--- config.mk ---
export PLATFORM = sky130hd
export DESIGN_NAME = trigger_judgement_handshake
export DESIGN_NICKNAME = d
export VERILOG_FILES = /design/src/hdl/trig_filter.v /design/src/hdl/gate_timer.v /design/src/hdl/trigger_judgement_handshake.v
export VERILOG_INCLUDE_DIRS = /design/src /design/src/hdl
export SDC_FILE = /design/constraint.sdc
export NUM_CORES = 1
export LEC_CHECK = 0
export BUFFER_PORTS_ARGS = -buffer_cell sky130_fd_sc_hd__buf_2
export CORE_MARGIN = 1.5
export CORE_UTILIZATION = 35
export CTS_CLUSTER_DIAMETER = 80
export DETAILED_ROUTE_END_ITERATION = 12
export PLACE_DENSITY = 0.52
export SLEW_MARGIN = 20
export SYNTH_ARGS = -nofsm -noshare
export SYNTH_HDL_FRONTEND = slang
export SYNTH_SLANG_ARGS = --single-unit
--- constraint.sdc ---
create_clock -name sys_clk -period 12.58 [get_ports sys_clk]
set_clock_uncertainty 0.05 [all_clocks]
set_input_delay 3.774 -clock sys_clk [delete_from_list [all_inputs] [get_ports sys_clk]]
set_output_delay 3.774 -clock sys_clk [all_outputs]
set_load 0.02 [all_outputs]
--- src/hdl/trig_defs.vh ---
`ifndef TRIG_DEFS_VH
`define TRIG_DEFS_VH

// APB register byte offsets
`define REG_CTRL        12'h000
`define REG_GATE_DELAY  12'h004
`define REG_GATE_ON     12'h008
`define REG_GATE_PERIOD 12'h00C
`define REG_RETRY       12'h010
`define REG_STATUS      12'h014
`define REG_RESULT      12'h018

// Control register fields
`define CTRL_RUN_BIT    0
`define CTRL_MON_BIT    1
`define CTRL_LEVEL_BIT  2
`define CTRL_OKPOL_BIT  3
`define CTRL_SCENE_C_LO 4
`define CTRL_SCENE_D_LO 8
`define CTRL_SET_BIT    12

// Result register fields (write from the reading engine side)
`define RES_DONE_BIT    0
`define RES_GOOD_BIT    1

// Reset values
`define CTRL_RESET      32'h0000_0000
`define GATE_DELAY_RST  32'h0000_0000
`define GATE_ON_RST     32'h0000_0001
`define GATE_PERIOD_RST 32'h0000_0002
`define RETRY_RST       32'h0000_0000

// Minimum trigger width in ns, clock period in ns
`define TRIG_MIN_NS     500000
`define CLK_PERIOD_NS   4
`define TRIG_MIN_CYC    (`TRIG_MIN_NS / `CLK_PERIOD_NS)

`endif

--- src/hdl/trig_filter.v ---
`timescale 1ns/10ps
`include "trig_defs.vh"

module trig_filter #(
	parameter N     = 4,
	parameter WIDTH = 125000
) (
	// Clock and reset
	input  wire         sys_clk,
	input  wire         rstn,
	// Raw and filtered triggers
	input  wire [N-1:0] trig_raw,
	output wire [N-1:0] trig_level,
	output wire [N-1:0] trig_rise
);

	genvar i;
	generate
		for (i = 0; i < N; i = i + 1) begin : g_ch
			reg        sync1_r;
			reg        sync2_r;
			reg        lvl_r;
			reg        lvl_d_r;
			reg [17:0] cnt_r;
			// Level only changes after the input stays put for WIDTH
			always @(posedge sys_clk or negedge rstn) begin
				if (!rstn) begin
					sync1_r <= 1'b0;
					sync2_r <= 1'b0;
					lvl_r   <= 1'b0;
					lvl_d_r <= 1'b0;
					cnt_r   <= 18'h00000;
				end else begin
					sync1_r <= trig_raw[i];
					sync2_r <= sync1_r;
					lvl_d_r <= lvl_r;
					if (sync2_r == lvl_r)
						cnt_r <= 18'h00000;
					else if (cnt_r >= WIDTH[17:0] - 18'h00001) begin
						lvl_r <= sync2_r;
						cnt_r <= 18'h00000;
					end else
						cnt_r <= cnt_r + 18'h00001;
				end
			end
			assign trig_level[i] = lvl_r;
			assign trig_rise[i]  = lvl_r & ~lvl_d_r;
		end
	endgenerate

endmodule // trig_filter

--- src/hdl/gate_timer.v ---
`timescale 1ns/10ps
`include "trig_defs.vh"

module gate_timer #(
	parameter W = 32
) (
	// Clock and reset
	input  wire         sys_clk,
	input  wire         rstn,
	// Settings in cycles
	input  wire [W-1:0] delay_cyc,
	input  wire [W-1:0] on_cyc,
	input  wire [W-1:0] period_cyc,
	// Request and status
	input  wire         start,
	output wire         ready,
	output reg          gate
);

	localparam S_IDLE  = 4'b0001;
	localparam S_DELAY = 4'b0010;
	localparam S_ON    = 4'b0100;
	localparam S_REST  = 4'b1000;

	reg [3:0]   state_r;
	reg [W-1:0] cnt_r;
	reg [W-1:0] per_r;

	// Next strobe waits for the full period, so long periods lag
	assign ready = state_r == S_IDLE;

	always @(posedge sys_clk or negedge rstn) begin
		if (!rstn) begin
			state_r <= S_IDLE;
			cnt_r   <= {W{1'b0}};
			per_r   <= {W{1'b0}};
			gate    <= 1'b0;
		end else begin
			if (state_r != S_IDLE)
				per_r <= per_r + 1'b1;
			case (state_r)
			S_IDLE: begin
				per_r <= {W{1'b0}};
				cnt_r <= {W{1'b0}};
				if (start) begin
					if (delay_cyc == {W{1'b0}}) begin
						state_r <= S_ON;
						gate    <= 1'b1;
					end else
						state_r <= S_DELAY;
				end
			end
			S_DELAY: begin
				if (cnt_r + 1'b1 >= delay_cyc) begin
					state_r <= S_ON;
					gate    <= 1'b1;
					cnt_r   <= {W{1'b0}};
				end else
					cnt_r <= cnt_r + 1'b1;
			end
			S_ON: begin
				if (cnt_r + 1'b1 >= on_cyc) begin
					state_r <= S_REST;
					gate    <= 1'b0;
				end else
					cnt_r <= cnt_r + 1'b1;
			end
			S_REST: begin
				if (per_r + 1'b1 >= period_cyc)
					state_r <= S_IDLE;
			end
			default: begin
				state_r <= S_IDLE;
				gate    <= 1'b0;
			end
			endcase
		end
	end

endmodule // gate_timer

--- src/hdl/trigger_judgement_handshake.v ---
// Behaviour
// - Run indicator high exactly while the mode is run.
// - Busy high while reading or while applying a settings change.
// - Judgement output follows each result; polarity selects good or failed.
// - Strobe pulse marks when the host may sample the judgement.
// - Strobe delay, on-time and output period are configurable.
// - Strobe stays high for exactly the configured on-time; an on-time of 0 gives one cycle here.
// - Each rising one-shot trigger starts exactly one read.
// - Triggers are ignored while a read is in progress.
// - Continuous mode repeats reads while the continuous trigger is active.
// - Level mode repeats reads on B, C or D until good.
// - Level mode drives the outputs exactly as continuous mode does; here it strobes only on good or on release, not after each read.
// - Serial send time varies with data amount and baud rate.
// - Judgements are produced only in run mode, not in monitor mode.
// - Level mode outputs failed judgement when the trigger drops without good.
// - A failed one-shot read retries up to the retry count.
// - Scene C and D triggers switch scene first, then read; here C and D act only in level mode and are ignored otherwise.
//
// Added by the designer: the APB interface to the registers and the placing of the registers.
`timescale 1ns/10ps
`include "trig_defs.vh"

module trigger_judgement_handshake #(
	parameter TRIG_MIN_CYC = `TRIG_MIN_CYC
) (
	// Clock and reset
	input  wire        sys_clk,
	input  wire        rstn,
	// APB slave
	input  wire        psel,
	input  wire        penable,
	input  wire        pwrite,
	input  wire [11:0] paddr,
	input  wire [31:0] pwdata,
	output reg  [31:0] prdata,
	output wire        pready,
	output wire        pslverr,
	// Trigger pins
	input  wire        one_shot_trigger,
	input  wire        continuous_trigger,
	input  wire        scene_c_trigger,
	input  wire        scene_d_trigger,
	// Reading engine
	output reg         read_start,
	output reg  [3:0]  read_scene,
	input  wire        read_done,
	input  wire        read_good,
	input  wire        serial_busy,
	// Host outputs
	output wire        run_mode,
	output wire        busy,
	output reg         judgement_output,
	output wire        result_strobe
);

	localparam S_IDLE  = 4'b0001;
	localparam S_SCENE = 4'b0010;
	localparam S_READ  = 4'b0100;
	localparam S_POST  = 4'b1000;

	localparam SRC_A = 2'd0;
	localparam SRC_B = 2'd1;
	localparam SRC_C = 2'd2;
	localparam SRC_D = 2'd3;

	reg [31:0] ctrl_r;
	reg [31:0] gdelay_r;
	reg [31:0] gon_r;
	reg [31:0] gper_r;
	reg [31:0] retry_r;
	reg        set_busy_r;

	reg [3:0]  state_r;
	reg [1:0]  src_r;
	reg [31:0] tries_r;
	reg        have_result_r;
	reg        last_good_r;
	reg        pend_r;
	reg        pend_good_r;
	reg        gate_start_r;
	reg [31:0] reads_r;
	// Set after a good level read, cleared when its input drops
	reg        hold_r;

	wire [3:0] trig_lvl;
	wire [3:0] trig_rise;
	wire       gate_ready;
	wire       wr;
	wire       rd;
	wire       in_run;
	wire       in_mon;
	wire       level_mode;
	wire       src_lvl;
	wire       judge_pol;
	wire       go_c;
	wire       go_d;
	wire       go_b;

	assign wr         = psel & penable & pwrite;
	assign rd         = psel & ~pwrite;
	// Zero wait states: every access ends in its first access cycle
	assign pready     = 1'b1;
	assign pslverr    = 1'b0;
	assign in_run     = ctrl_r[`CTRL_RUN_BIT];
	// Run wins when both mode bits are set
	assign in_mon     = ctrl_r[`CTRL_MON_BIT] & ~in_run;
	assign level_mode = ctrl_r[`CTRL_LEVEL_BIT];
	assign judge_pol  = ctrl_r[`CTRL_OKPOL_BIT];
	assign src_lvl    = trig_lvl[src_r];
	// A level source that gave good stays quiet until it is released
	assign go_c       = trig_lvl[SRC_C] & level_mode & ~hold_r;
	assign go_d       = trig_lvl[SRC_D] & level_mode & ~hold_r;
	assign go_b       = trig_lvl[SRC_B] & ~(level_mode & hold_r);

	assign run_mode = in_run;
	// Serial send counts as processing, its length is outside this block
	assign busy = (state_r != S_IDLE) | set_busy_r | serial_busy;

	// Pins settle in the filter before any edge or level is seen
	trig_filter #(
		.N     (4),
		.WIDTH (TRIG_MIN_CYC)
	) u_filter (
		.sys_clk    (sys_clk),
		.rstn       (rstn),
		.trig_raw   ({scene_d_trigger, scene_c_trigger,
		              continuous_trigger, one_shot_trigger}),
		.trig_level (trig_lvl),
		.trig_rise  (trig_rise)
	);

	// Strobe delay, width and spacing are counted in clock cycles
	gate_timer #(
		.W (32)
	) u_gate (
		.sys_clk    (sys_clk),
		.rstn       (rstn),
		.delay_cyc  (gdelay_r),
		.on_cyc     (gon_r),
		.period_cyc (gper_r),
		.start      (gate_start_r),
		.ready      (gate_ready),
		.gate       (result_strobe)
	);

	// Register writes; a settings write raises busy for one cycle
	always @(posedge sys_clk or negedge rstn) begin
		if (!rstn) begin
			ctrl_r     <= `CTRL_RESET;
			gdelay_r   <= `GATE_DELAY_RST;
			gon_r      <= `GATE_ON_RST;
			gper_r     <= `GATE_PERIOD_RST;
			retry_r    <= `RETRY_RST;
			set_busy_r <= 1'b0;
		end else begin
			set_busy_r <= 1'b0;
			if (wr) begin
				set_busy_r <= 1'b1;
				case (paddr)
				`REG_CTRL:        ctrl_r   <= pwdata;
				`REG_GATE_DELAY:  gdelay_r <= pwdata;
				`REG_GATE_ON:     gon_r    <= pwdata;
				`REG_GATE_PERIOD: gper_r   <= pwdata;
				`REG_RETRY:       retry_r  <= pwdata;
				default:          set_busy_r <= 1'b0;
				endcase
			end
		end
	end

	// Read data is loaded in the setup cycle and holds through access
	always @(posedge sys_clk or negedge rstn) begin
		if (!rstn)
			prdata <= 32'h0000_0000;
		else if (rd) begin
			case (paddr)
			`REG_CTRL:        prdata <= ctrl_r;
			`REG_GATE_DELAY:  prdata <= gdelay_r;
			`REG_GATE_ON:     prdata <= gon_r;
			`REG_GATE_PERIOD: prdata <= gper_r;
			`REG_RETRY:       prdata <= retry_r;
			`REG_STATUS:      prdata <= {22'h000000, trig_lvl, state_r,
			                           busy, in_run};
			`REG_RESULT:      prdata <= reads_r;
			default:          prdata <= 32'h0000_0000;
			endcase
		end
	end

	// Read sequencer
	always @(posedge sys_clk or negedge rstn) begin
		if (!rstn) begin
			state_r       <= S_IDLE;
			src_r         <= SRC_A;
			tries_r       <= 32'h0000_0000;
			read_start    <= 1'b0;
			read_scene    <= 4'h0;
			have_result_r <= 1'b0;
			last_good_r   <= 1'b0;
			pend_r        <= 1'b0;
			pend_good_r   <= 1'b0;
			reads_r       <= 32'h0000_0000;
			hold_r        <= 1'b0;
		end else begin
			read_start <= 1'b0;
			// In monitor no strobe is launched, so drop the result here
			if (pend_r && (gate_start_r || !in_run))
				pend_r <= 1'b0;
			// Hold ends once the source that gave good is released
			if (hold_r && !src_lvl)
				hold_r <= 1'b0;
			case (state_r)
			S_IDLE: begin
				// Retry budget starts afresh for each trigger
				tries_r <= 32'h0000_0000;
				if (!(in_run || in_mon) || ctrl_r[`CTRL_SET_BIT]) begin
					state_r <= S_IDLE;
				end else if (trig_rise[SRC_A]) begin
					src_r      <= SRC_A;
					state_r    <= S_READ;
					read_start <= 1'b1;
				end else if (go_c) begin
					src_r      <= SRC_C;
					read_scene <= ctrl_r[`CTRL_SCENE_C_LO+3:`CTRL_SCENE_C_LO];
					state_r    <= S_SCENE;
				end else if (go_d) begin
					src_r      <= SRC_D;
					read_scene <= ctrl_r[`CTRL_SCENE_D_LO+3:`CTRL_SCENE_D_LO];
					state_r    <= S_SCENE;
				end else if (go_b) begin
					src_r      <= SRC_B;
					state_r    <= S_READ;
					read_start <= 1'b1;
				end
			end
			S_SCENE: begin
				// Scene is switched one cycle ahead of the read
				state_r    <= S_READ;
				read_start <= 1'b1;
			end
			S_READ: begin
				// New triggers are not taken here; only a level-mode read checks its own source level
				if (read_done) begin
					reads_r <= reads_r + 32'h0000_0001;
					// A failed one-shot read is retried before judging
					if (src_r == SRC_A && !read_good &&
					    tries_r < retry_r) begin
						tries_r    <= tries_r + 32'h0000_0001;
						read_start <= 1'b1;
					end else if (src_r != SRC_A && level_mode) begin
						if (read_good) begin
							hold_r      <= 1'b1;
							pend_r      <= 1'b1;
							pend_good_r <= 1'b1;
							state_r     <= S_POST;
						end else if (!src_lvl) begin
							pend_r      <= 1'b1;
							pend_good_r <= 1'b0;
							state_r     <= S_POST;
						end else
							read_start <= 1'b1;
					end else begin
						pend_r      <= 1'b1;
						pend_good_r <= read_good;
						state_r     <= S_POST;
					end
				end
			end
			S_POST: begin
				// Stay until the judgement is queued to the strobe
				if (!pend_r) begin
					// Continuous mode goes on while its input stays active
					if (src_r == SRC_B && !level_mode && src_lvl) begin
						state_r    <= S_READ;
						read_start <= 1'b1;
					end else
						state_r <= S_IDLE;
				end
			end
			default: state_r <= S_IDLE;
			endcase
		end
	end

	// Judgement and strobe launch, only in run mode; a result seen in
	// monitor is dropped by the sequencer without touching the pins
	always @(posedge sys_clk or negedge rstn) begin
		if (!rstn) begin
			judgement_output <= 1'b0;
			gate_start_r     <= 1'b0;
		end else begin
			gate_start_r <= 1'b0;
			if (pend_r && !gate_start_r && gate_ready &&
			    in_run) begin
				judgement_output <= pend_good_r ^ judge_pol;
				gate_start_r     <= 1'b1;
			end
		end
	end

endmodule // trigger_judgement_handshake

* After elaboration in Yosys (flattened, before gate mapping)
Index checks and enable logic that the tools add are counted.
** Word-level totals
- Register bits after elaboration :: 427
- Input port bits :: 56
** Cells by class
- $add $sub $neg :: 8
- $lt $le $gt $ge :: 9
- Equal/unequal tests :: 34
- Multiplexer cells :: 81
- Bitwise logic cells :: 27
- Reductions and logical operators :: 47
** Operators with widths (count)
- 32-bit one-hot mux with 7 select lines :: 1
- 32-bit two-way mux :: 6
- 18-bit two-way mux :: 8
- 32-bit by 1-bit adder with 32-bit output (second input constant) :: 4
- 32-bit greater-or-equal comparator :: 3
- 32-bit one-hot mux with 3 select lines :: 1
- 18-bit by 1-bit adder with 18-bit output (second input constant) :: 4
- 18-bit by 17-bit greater-or-equal comparator with 1-bit output (second input constant) :: 4
- 4-bit two-way mux :: 17
- 32-bit one-hot mux with 2 select lines :: 1
- 12-bit by 5-bit equality test with 1-bit output (second input constant) :: 3
- 1-bit two-way mux :: 36
- 32-bit zero test :: 1
- 32-bit less-than comparator :: 1
- 4-bit one-hot mux with 4 select lines :: 2
- 12-bit by 4-bit equality test with 1-bit output (second input constant) :: 2
- 2-bit AND reduction :: 11
- 1-bit NOT :: 13
- 12-bit by 3-bit equality test with 1-bit output (second input constant) :: 1
- 12-bit zero test :: 1
- 2-bit != test (second input constant) :: 6
- 4-bit AND reduction :: 3
- 1-bit bitwise AND :: 11
- 1-bit logical AND :: 10
- 27 further kinds :: 56

* Longest topological paths before layout
Gate-level depths: netlist of the first run.
- Word-level depth :: 10
- Depth in mapped cells :: 18

* Cells and area by module
A second synthesis of the first run with hierarchy kept.
** Unflattened totals
- Cells, all modules :: 2381
- Area total of the unflattened synthesis :: 23866.6 sq um
** By module, submodules not included
- trigger_judgement_handshake :: times used 1, cells an instance 1232, area each 13371.6 sq um, seq. area each 6835.3 sq um
- gate_timer :: times used 1, cells an instance 734, area each 6307.3 sq um, seq. area each 1727.9 sq um
- trig_filter :: times used 1, cells an instance 415, area each 4187.8 sq um, seq. area each 2202.1 sq um

* Least setup slack after synthesis of the first run
Ideal clock, no wire load.
- Path kind :: input port to output port
- From :: in serial_busy
- To :: out busy
- Arrival :: 4222 ps
- Data required time :: 8756 ps
- Path slack :: 4534 ps
- Cell stages on the path :: 1
- Path buffers :: 0
- Path through :: or3_1
** Between the ends
- Longest elaborated chain between the ends :: 1
** RTL lines
- start, declared :: line trigger_judgement_handshake.v:48 : input wire serial_busy,
- 1-bit OR :: line trigger_judgement_handshake.v:117 : assign busy = (state_r != S_IDLE) | set_busy_r | serial_busy;
- end, declared :: line trigger_judgement_handshake.v:51 : output wire busy,
No other way between the ends.

* Worst setup path after layout of the first run
Same ends and word-level chain as after synthesis.

==> metrics, run 1 <==
Min Clock Period, post-route 8.263 ns; Cells after DPL 3252; Synth area leader sky130_fd_sc_hd__dfrtp_1; master of the slowest instance on the critical path sky130_fd_sc_hd__or3_1; slew margin rel. 0.2631; Floorplan Core Area 64230 sq um; Max Root-Sink Buffers 3; storage element area 10690 sq um; share of synthesized flip-flops with an asynchronous set or reset 1.000; Sequential Power Share 0.470; clock-pin transition on the worst setup and hold timing paths 0.06 ns; busiest layer in global routing met2; Ys Warns 0; worst supply voltage drop on vdd 0.07775 mV; post-synthesis cell type count 71; multi-input gate area in the final layout 11000 sq um; Final Hold Fails 0; synthesized netlist cell count 2382; met2 Use GR 0.3085; Lkg Pwr 12.58 nW; clock latency reported for the late side of the worst-skew pair 0.59 ns; fraction of power spent switching nets 0.2299; final antenna-violating net count 0; initial DRC count 1675; GRT met3 Usage 0.03053; global route total overflow 0; global-route wire length before repair 104700 um; internal power consumption 2.277 mW; Area contributors post-synth sky130_fd_sc_hd__dfrtp_1 (47%), sky130_fd_sc_hd__ha_1 (7.4%), sky130_fd_sc_hd__nand2_1 (4.7%), sky130_fd_sc_hd__o21ai_0 (3.8%), sky130_fd_sc_hd__xnor2_1 (3.6%); top cells by instance count after synthesis sky130_fd_sc_hd__dfrtp_1 (423), sky130_fd_sc_hd__nand2_1 (283), sky130_fd_sc_hd__nor2_1 (189); average wire length per cell after detail routing 20.02 um; Post-CTS Repair Setup Buffers 0; number of DRC violations after detailed routing 0; full die area 66370 sq um; overall global routing resource usage 0.2012; category of the worst setup path launch point input pin; root buffer selected by CTS sky130_fd_sc_hd__clkbuf_16; quantity of hold-fixing buffers added after cts 0; number of placed I/O pins 99; routing usage on met1 0.2907; final setup vio count 0; CP Data Required Time 8.76 ns; GP Congestion 0.9050; Buf/Inv on CP 2; number of nets at the end of the flow 2639; number of levels the H-tree was split into 2; Syn Area/Cell 9.526 sq um; Die Y-Extent 257.6 um; areal power density over the cells 114.8 nW/um^2; measured slew at the worst slew-check pin 1.105 ns; dominant cell type by count on the critical path sky130_fd_sc_hd__buf_2; number of antenna violations at the first check in global routing 3; Post-synth top flop sky130_fd_sc_hd__dfrtp_1; fraction of power consumed by combinational cells 0.031; post-route clock period utilization 0.6568; drt total wl 66940 um; final hold slack 0.3039 ns; status complete, no violations; number of buffers inserted during clock tree synthesis 49; share of the yosys chip area belonging to registers 0.4711; flip-flop and latch count after synthesis 427; worst hold-check path type reg -> reg; cells along the critical path buf_2 > or3_1 > buf_2; detailed-router iteration count before antenna repair 8; effective utilization at floorplan 0.3533; count of vias placed by the detailed router 18.10k; total count of max-transition violations in the final report 0; pin count of the biggest net entering global routing 160; portion of synthesized cell area occupied by the leading cell type 0.4665; Max Clock Freq 121.0 MHz; vias per cell 5.412; post-layout power 2.956 mW; vias in the first global route 17.90k; total negative slack 0 ns; number of cells in the finished layout apart from fillers 3344; width of the die 257.6 um; fraction of final layout cells sized beyond drive strength 1 0.1098; kind of end point of the critical path output port; Top delay family on crit path simple AND/OR/NAND/NOR gates; Filler Cell Count 6298; part of the power in the clock network 0.499; P_sw 679.8 uW; DPL Wire Length 48250 um; Post-Synthesis Cell Area 22690 sq um; number of synthesized flops with an enable pin 0; synthesis-to-layout area growth 13.52%; number of max-cap violations 0; CTS sink cnt 427; Resize count post-CTS 0; startpoint-to-endpoint class of the critical path in -> out; arrival time of data at the critical path endpoint 4.44 ns; number of core rows 93; biggest fanout along the worst timing path 2; clock tree from TritonCTS yes; max incr delay on CP 0.38 ns; setup repair after global routing missed its margin no; cell with the most instances after synthesis sky130_fd_sc_hd__dfrtp_1; I/O Buffers 96
## power groups by stage
| stage | registers, mW | clock network [mW] | logic (mW) |
|---|---|---|---|
| detailed placement | 1.41 | 0 | 0.0933 |
| CTS | 1.39 | 1.51 | 0.0937 |
| global placement | 1.41 | 0 | 0.0923 |
| global route | 1.39 | 1.57 | 0.103 |
| floorplan | 1.41 | 0 | 0.0335 |
| finish | 1.39 | 1.47 | 0.0919 |
## path summary, 6_finish.rpt
kind,cells after the start,slack (ns),endpoint,start
max,3,4.32,busy,serial_busy
min,0,0.30,u_filter.g_ch[1].sync2_r,u_filter.g_ch[1].sync1_r
max reg2reg,13,7.59,u_gate.cnt_r[25],u_gate.cnt_r[0]
min reg2reg,0,0.30,u_filter.g_ch[1].sync2_r,u_filter.g_ch[1].sync1_r
max in group asynchronous,3,7.16,u_filter.g_ch[2].cnt_r[8],rstn
min in group asynchronous,1,3.14,prdata[27],rstn
## cell usage in the layout (no fill, tap or decap), drive strengths merged, types with 20 or more instances in the layout
| cell type | count |
|---|---|
| a22o | 46 |
| inv | 177 |
| buf | 119 |
| clkbuf | 71 |
| xor2 | 58 |
| a21oi | 101 |
| nand2b | 23 |
| nand4 | 52 |
| ha | 135 |
| a22oi | 20 |
| a21o | 29 |
| xnor2 | 93 |
| mux2 | 42 |
| a222oi | 45 |
| nand2 | 283 |
| dfrtp | 423 |
| nand3 | 89 |
| a31oi | 33 |
| o21ai | 174 |
| nor2 | 189 |
| nor4 | 23 |
| and3 | 31 |
| nor3 | 36 |
## logic make-up (layout without fill, tap and decap cells)
family / Yosys count / count (layout) / share of synthesized area
flip-flops: 427 / 427 / 0.4711
buffers and inverters: 285 / 385 / 0.04891
other: 2 / 9 / 0.0003310
AO/OA/AOI/OAI: 521 / 521 / 0.1519
multiplexers: 60 / 60 / 0.02933
AND/OR/NAND/NOR: 801 / 801 / 0.1657
XOR/XNOR: 151 / 151 / 0.05828
adder cells (fa/ha/maj): 135 / 135 / 0.07444
## sequential cells by signal, indices dropped and copies added, names as in the netlist, 32 cells and up
name	flops
u_filter.g_ch.cnt_r	72
ctrl_r	32
gdelay_r	32
gon_r	32
gper_r	32
prdata	32
reads_r	32
retry_r	32
tries_r	32
u_gate.cnt_r	32
u_gate.per_r	32
## metrics by stage
step / util / area, sq um / worst slack, ns
final: 0.4010 / 25760 / 4.317
after global routing: 0.4010 / 25760 / 4.301
after CTS: 0.4009 / 25750 / 4.318
after detailed placement: 0.3753 / 24100 / 4.318
after global placement: 0.3753 / 24100 / 4.342
after floorplan: - / 22710 / 4.534
## layout make-up
| class | count | share of cell area |
|---|---|---|
| multi-input combinational | 1674 | 0.4272 |
| sequential | 427 | 0.4150 |
| clock buffer | 71 | 0.05591 |
| tap | 855 | 0.04153 |
| timing repair buffer | 119 | 0.02623 |
| inverter | 177 | 0.02579 |
| clock inverter | 18 | 0.008063 |
| antenna | 3 | 0.0002914 |
## layer usage
| metal | vias to the layer above | share of wire |
|---|---|---|
| li1 | 8535 | - |
| met1 | 8958 | 0.47 |
| met2 | 506 | 0.44 |
| met3 | 100 | 0.058 |
| met4 | 0 | 0.028 |
| met5 | - | 0 |
(Power assumes the default switching activity.)
==> run 2, diff against run 1 <==
clock period = 8.4 ns   (was 12.58 ns; I/O delays follow)
==> run 2 against run 1 <==
Net effect:
- power increased by 50%
- highest routed layer unchanged
- cell area increased by 0.19%
- worst setup slack got worse by 1.6 ns
- critical endpoint unchanged
- non-clock buffer count increased by 3
==> metrics, run 2 (same netlist as run 1, synthesis figures left out) <==
areal power density over the cells 171.3 nW/um^2 (+49%); startpoint-to-endpoint class of the critical path in -> out; quantity of hold-fixing buffers added after cts 0 (unchanged); clock tree from TritonCTS yes; initial DRC count 1566 (-6.5%); placement-stage worst setup slack 2.682 ns (-1.637 ns); final cell utilization of the core 0.4018 (+0.0007600); kind of end point of the critical path output port; number of flip-flops under the largest register name 72 (unchanged); root buffer selected by CTS sky130_fd_sc_hd__clkbuf_16; number of levels the H-tree was split into 2 (unchanged); clock latency reported for the late side of the worst-skew pair 0.60 ns (about the same); full die area 66370 sq um (unchanged); Cells after DPL 3254 (+0.062%); Min Clock Period, post-route 5.731 ns; CP Data Required Time 5.83 ns (-2.93 ns); highest-count cells in the layout ignoring fill and taps sky130_fd_sc_hd__dfrtp_1 (423), sky130_fd_sc_hd__nand2_1 (283), sky130_fd_sc_hd__nor2_1 (185); number of DRC violations after detailed routing 0 (unchanged); number of buffers inserted during clock tree synthesis 50 (+2.0%); final setup vio count 0 (unchanged); setup repair after global routing missed its margin no; final antenna-violating net count 0 (unchanged); worst supply voltage drop on vdd 0.1144 mV (+47%); fraction of final layout cells sized beyond drive strength 1 0.1108 (+0.0009839); I/O Buffers 96 (unchanged); vias in the first global route 17.82k (-0.47%); average wire length per cell after detail routing 20.04 um (+0.10%); GP Congestion 0.8498 (-6.1%); count of vias placed by the detailed router 18.11k (+0.061%); Floorplan Core Area 64230 sq um (unchanged); number of nets at the end of the flow 2643 (+0.15%); number of cells in the finished layout apart from fillers 3347 (+0.090%); pin count of the biggest net entering global routing 144 (-10%); Max Clock Freq 174.5 MHz; Post-CTS Repair Setup Buffers 0 (unchanged); global-route wire length before repair 104500 um (-0.20%); global route total overflow 0 (unchanged); overall global routing resource usage 0.2010 (-0.0002293); synthesis-to-layout area growth 13.74%; total count of max-transition violations in the final report 0 (unchanged); clock-pin transition on the worst setup and hold timing paths 0.06 ns (about the same); Max Root-Sink Buffers 3 (unchanged); post-route clock period utilization 0.6822; CTS sink cnt 427 (unchanged); number of max-cap violations 0 (unchanged); status complete, no violations; number of antenna violations at the first check in global routing 0 (-3); measured slew at the worst slew-check pin 0.9721 ns (-0.1333 ns); post-layout power 4.420 mW (+50%); category of the worst setup path launch point input pin; Final Hold Fails 0 (unchanged); total negative slack 0 ns (unchanged); width of the die 257.6 um (unchanged); most frequent standard cell in the layout excluding fill and tap cells sky130_fd_sc_hd__dfrtp_1; worst hold-check path type reg -> reg; number of core rows 93 (unchanged); effective utilization at floorplan 0.3533 (unchanged); DPL Wire Length 48430 um (+0.37%); arrival time of data at the critical path endpoint 3.16 ns (-1.28 ns); Lkg Pwr 12.61 nW (+0.22%); least setup slack across all paths after layout 2.669 ns (-1.648 ns); detailed-router iteration count before antenna repair 6 (-2); Die Y-Extent 257.6 um (unchanged); number of placed I/O pins 99 (unchanged); largest register by flop count u_filter.g_ch.cnt_r; Resize count post-CTS 0 (unchanged); slew margin rel. 0.3484 (+0.08532); vias per cell 5.411 (about the same); biggest fanout along the worst timing path 2 (unchanged); drt total wl 67070 um (+0.19%)
==> run 2: path summary, 6_finish.rpt <==
| check | to | depth (start not counted) | slack [ns] | startpoint |
|---|---|---|---|---|
| hold reg to reg | u_filter.g_ch[3].sync2_r | 0 | 0.30 | u_filter.g_ch[3].sync1_r |
| max in group asynchronous | u_gate.cnt_r[8] | 2 | 4.98 | rstn |
| min in group asynchronous | prdata[29] | 1 | 1.89 | rstn |
| setup / recovery | busy | 3 | 2.67 | serial_busy |
| hold / removal | u_filter.g_ch[3].sync2_r | 0 | 0.30 | u_filter.g_ch[3].sync1_r |
| setup reg to reg | u_gate.cnt_r[0] | 16 | 3.54 | u_gate.cnt_r[0] |
==> run 2: area by class of cell <==
type | count | area (sq um)
fill | 6359 | 38420
multi-input combinational | 1674 | 10990
sequential | 427 | 10690
clock buffer | 77 | 1524
tap | 855 | 1070
timing repair buffer | 122 | 730.7
inverter | 177 | 664.4
clock inverter | 14 | 138.9
antenna | 1 | 2.502
==> run 2: stage by stage <==
step,cell area (sq um),hold WS [ns]
3_5_place_dp,24120,0.2902
6_report,25810,0.3021
5_1_grt,25810,0.3188
4_1_cts,25780,0.3052
2_1_floorplan,22710,0.2812
3_3_place_gp,24120,0.2926
==> run 2: report_power, final <==
group          internal, mW  leakage, nW  switching, mW
logic                0.0298         6.52          0.111
registers              2.07         5.27         0.0130
clock network          1.31        0.820          0.890
total                  3.41         12.6           1.01
==> run 2: routing by layer <==
layer	share of wire	wire length, um	vias up	track usage
met2	0.43	29140	517	0.3003
met4	0.036	2435	0	0.07602
met3	0.058	3892	97	0.03514
met1	0.47	31610	8949	0.2895
li1	-	-	8547	-
met5	0	0	-	0
==> run 2: critical path, cell delays in order <==
cell and delay [ns]:
sky130_fd_sc_hd__buf_2 0.09, sky130_fd_sc_hd__or3_1 0.37, sky130_fd_sc_hd__buf_2 0.18
==> run 3, diff against run 2 <==
PLACE_DENSITY = 0.54   (was 0.52)
clock period = 5.1 ns   (was 8.4 ns; I/O delays follow)
==> run 3 against run 2 <==
Net effect:
- non-clock buffer count is 11 higher
- sequential share of layout area shrank 0.34 points
- die area stayed put
- largest power group unchanged
- via count grew 0.15%
- critical endpoint is now u_gate.cnt_r[27]
- cell count grew 0.27%
- largest cell class unchanged
==> metrics, run 3 (same netlist as run 1, synthesis figures left out) <==
synthesis-to-layout area growth 14.68%; Worst Reg-to-Reg Cells 15 (-1); number of buffers inserted during clock tree synthesis 48 (-4.0%); instance count along the most critical hold path 0 (unchanged); multi-input gate area in the final layout 11000 sq um (about the same); least setup slack across all paths after layout 0.5359 ns (-2.133 ns); fraction of final layout cells sized beyond drive strength 1 0.1168 (+0.006001); number of max-cap violations 0 (unchanged); measured slew at the worst slew-check pin 1.021 ns (+0.04903 ns); final std cell area, no fill 26020 sq um (+0.83%); Lkg Pwr 12.71 nW (+0.79%); average wire length per cell after detail routing 20.07 um (+0.16%); most frequent standard cell in the layout excluding fill and tap cells sky130_fd_sc_hd__dfrtp_1; number of nets at the end of the flow 2652 (+0.34%); clock-pin transition on the worst setup and hold timing paths 0.06 ns (about the same); global route total overflow 0 (unchanged); width of the die 257.6 um (unchanged); placement-stage worst setup slack 0.5695 ns (-2.112 ns); Filler Cell Count 6285 (-1.2%); final antenna-violating net count 0 (unchanged); hold_sp u_filter.g_ch[1].sync1_r; total count of max-transition violations in the final report 0 (unchanged); number of cells in the finished layout apart from fillers 3356 (+0.27%); vias per cell 5.404 (-0.12%); full die area 66370 sq um (unchanged); effective utilization at floorplan 0.3533 (unchanged); cells along the critical path and4_1 > nand4_1 > nor4_1 > buf_4 > nand3_1 > xnor2_1 > ha_1 > nand2_1 > nor2_1 > nand2_1 > a211o_1 > o21ai_1 > a22oi_2 > buf_4 > a221o_1; count of vias placed by the detailed router 18.14k (+0.15%); master of the slowest instance on the critical path sky130_fd_sc_hd__o21ai_1; setup repair after global routing missed its margin no; Min Clock Period, post-route 4.564 ns; Cells after DPL 3266 (+0.37%); GP Congestion 0.8768 (+3.2%); Floorplan Core Area 64230 sq um (unchanged); clock latency reported for the late side of the worst-skew pair 0.60 ns (about the same); CTS sink cnt 427 (unchanged); total negative slack 0 ns (unchanged); final setup vio count 0 (unchanged); kind of end point of the critical path flip-flop; reg-to-reg setup timing slack 0.54 ns (-3.00 ns); root buffer selected by CTS sky130_fd_sc_hd__clkbuf_16; DPL Wire Length 49400 um (+2.0%); terminus of the critical flop-to-flop path u_gate.cnt_r[27]; number of levels the H-tree was split into 2 (unchanged); worst hold-check path type reg -> reg; number of core rows 93 (unchanged); vias in the first global route 17.89k (+0.39%); storage element area 10690 sq um (unchanged); Post-CTS Repair Setup Buffers 0 (unchanged); category of the worst setup path launch point flip-flop; number of placed I/O pins 99 (unchanged); post-route clock period utilization 0.8949; pin count of the biggest net entering global routing 106 (-26%); placement-stage cell area 24280 sq um (+0.69%); areal power density over the cells 287.6 nW/um^2 (+68%); biggest fanout along the worst timing path 32 (+30); number of DRC violations after detailed routing 0 (unchanged); number of antenna violations at the first check in global routing 2 (+2); detailed-router iteration count before antenna repair 10 (+4); global-route wire length before repair 105700 um (+1.1%); drt total wl 67360 um (+0.42%); overall global routing resource usage 0.2031 (+0.002174); clock tree from TritonCTS yes; slew margin rel. 0.3147 (-0.03372); Final Hold Fails 0 (unchanged); I/O Buffers 96 (unchanged); number of flip-flops under the largest register name 72 (unchanged); Resize count post-CTS 0 (unchanged); startpoint-to-endpoint class of the critical path reg -> reg; arrival time of data at the critical path endpoint 4.98 ns (+1.82 ns); largest register by flop count u_filter.g_ch.cnt_r; Max Clock Freq 219.1 MHz; Die Y-Extent 257.6 um (unchanged); quantity of hold-fixing buffers added after cts 0 (unchanged); CP Data Required Time 5.52 ns (-0.31 ns); WHS Endpoint u_filter.g_ch[1].sync2_r; worst supply voltage drop on vdd 0.1984 mV (+73%); initial DRC count 1776 (+13%); max incr delay on CP 0.79 ns (+0.42 ns); worst flop-to-flop path startpoint u_gate.cnt_r[8]; Max Root-Sink Buffers 3 (unchanged); highest-count cells in the layout ignoring fill and taps sky130_fd_sc_hd__dfrtp_1 (423), sky130_fd_sc_hd__nand2_1 (283), sky130_fd_sc_hd__nor2_1 (185); status complete, no violations
run 3: changes by cell type in the layout (fill, tap and decap cells not counted), moves of 2 or more:
cell and change:
sky130_fd_sc_hd__buf_4 +6, sky130_fd_sc_hd__clkbuf_1 -5, sky130_fd_sc_hd__clkbuf_16 -2, sky130_fd_sc_hd__clkbuf_8 -7, sky130_fd_sc_hd__clkinv_2 +4, sky130_fd_sc_hd__buf_12 +6
sky130_fd_sc_hd__bufinv_16 +7, sky130_fd_sc_hd__clkinvlp_4 +2
run 3: worst max path at each step:
stage / from / to / slack, ns / depth (start not counted)
2_1_floorplan: u_gate.cnt_r[8] / u_gate.cnt_r[24] / 0.69 / 16
3_3_place_gp: u_gate.cnt_r[8] / u_gate.cnt_r[8] / 0.45 / 13
3_5_place_dp: u_gate.cnt_r[3] / u_gate.cnt_r[0] / 0.57 / 15
4_1_cts: u_gate.cnt_r[0] / u_gate.cnt_r[24] / 0.54 / 15
5_1_grt: u_gate.cnt_r[0] / u_gate.cnt_r[27] / 0.20 / 15
6_report: u_gate.cnt_r[8] / u_gate.cnt_r[27] / 0.54 / 15
run 3: critical path, delay by kind of cell, from the launching register on:
| family | cells | cell delay [ns] |
|---|---|---|
| flip-flops | 1 | 0.45 |
| adder cells (fa/ha/maj) | 1 | 0.31 |
| buffers and inverters | 2 | 0.54 |
| AND/OR/NAND/NOR | 7 | 1.45 |
| AO/OA/AOI/OAI | 4 | 1.45 |
| XOR/XNOR | 1 | 0.19 |
run 3: power by group:
group	switching (mW)	leakage, nW	internal (mW)
Sequential	0.0215	5.27	3.41
Combinational	0.178	6.59	0.0560
Clock	1.49	0.848	2.33
Total	1.69	12.7	5.80
run 3: through the flow:
step	total power, mW	hold slack [ns]	utilization
after floorplan	3.564	0.2812	-
after global placement	3.726	0.2874	0.3780
after detailed placement	3.730	0.2887	0.3780
after CTS	7.565	0.3077	0.4050
after global routing	7.727	0.3203	0.4052
final	7.485	0.3052	0.4052
run 3: routing by layer:
layer  share of wire  GRT usage  vias to the layer above
li1                -          -                     8558
met4           0.034    0.07050                        0
met2            0.45     0.3161                      492
met3           0.055    0.03033                      104
met1            0.46     0.2878                     8983
met5               0          0                        -
run 3: area by class of cell:
| type | count | share of cell area |
|---|---|---|
| multi-input cells | 1674 | 0.4226 |
| flip-flops and latches | 427 | 0.4108 |
| clock buffers | 63 | 0.05221 |
| well taps | 855 | 0.04111 |
| repair buffers | 133 | 0.03337 |
| inverters | 177 | 0.02553 |
| clock inverters | 26 | 0.01433 |
| diodes | 1 | 0.00009616 |
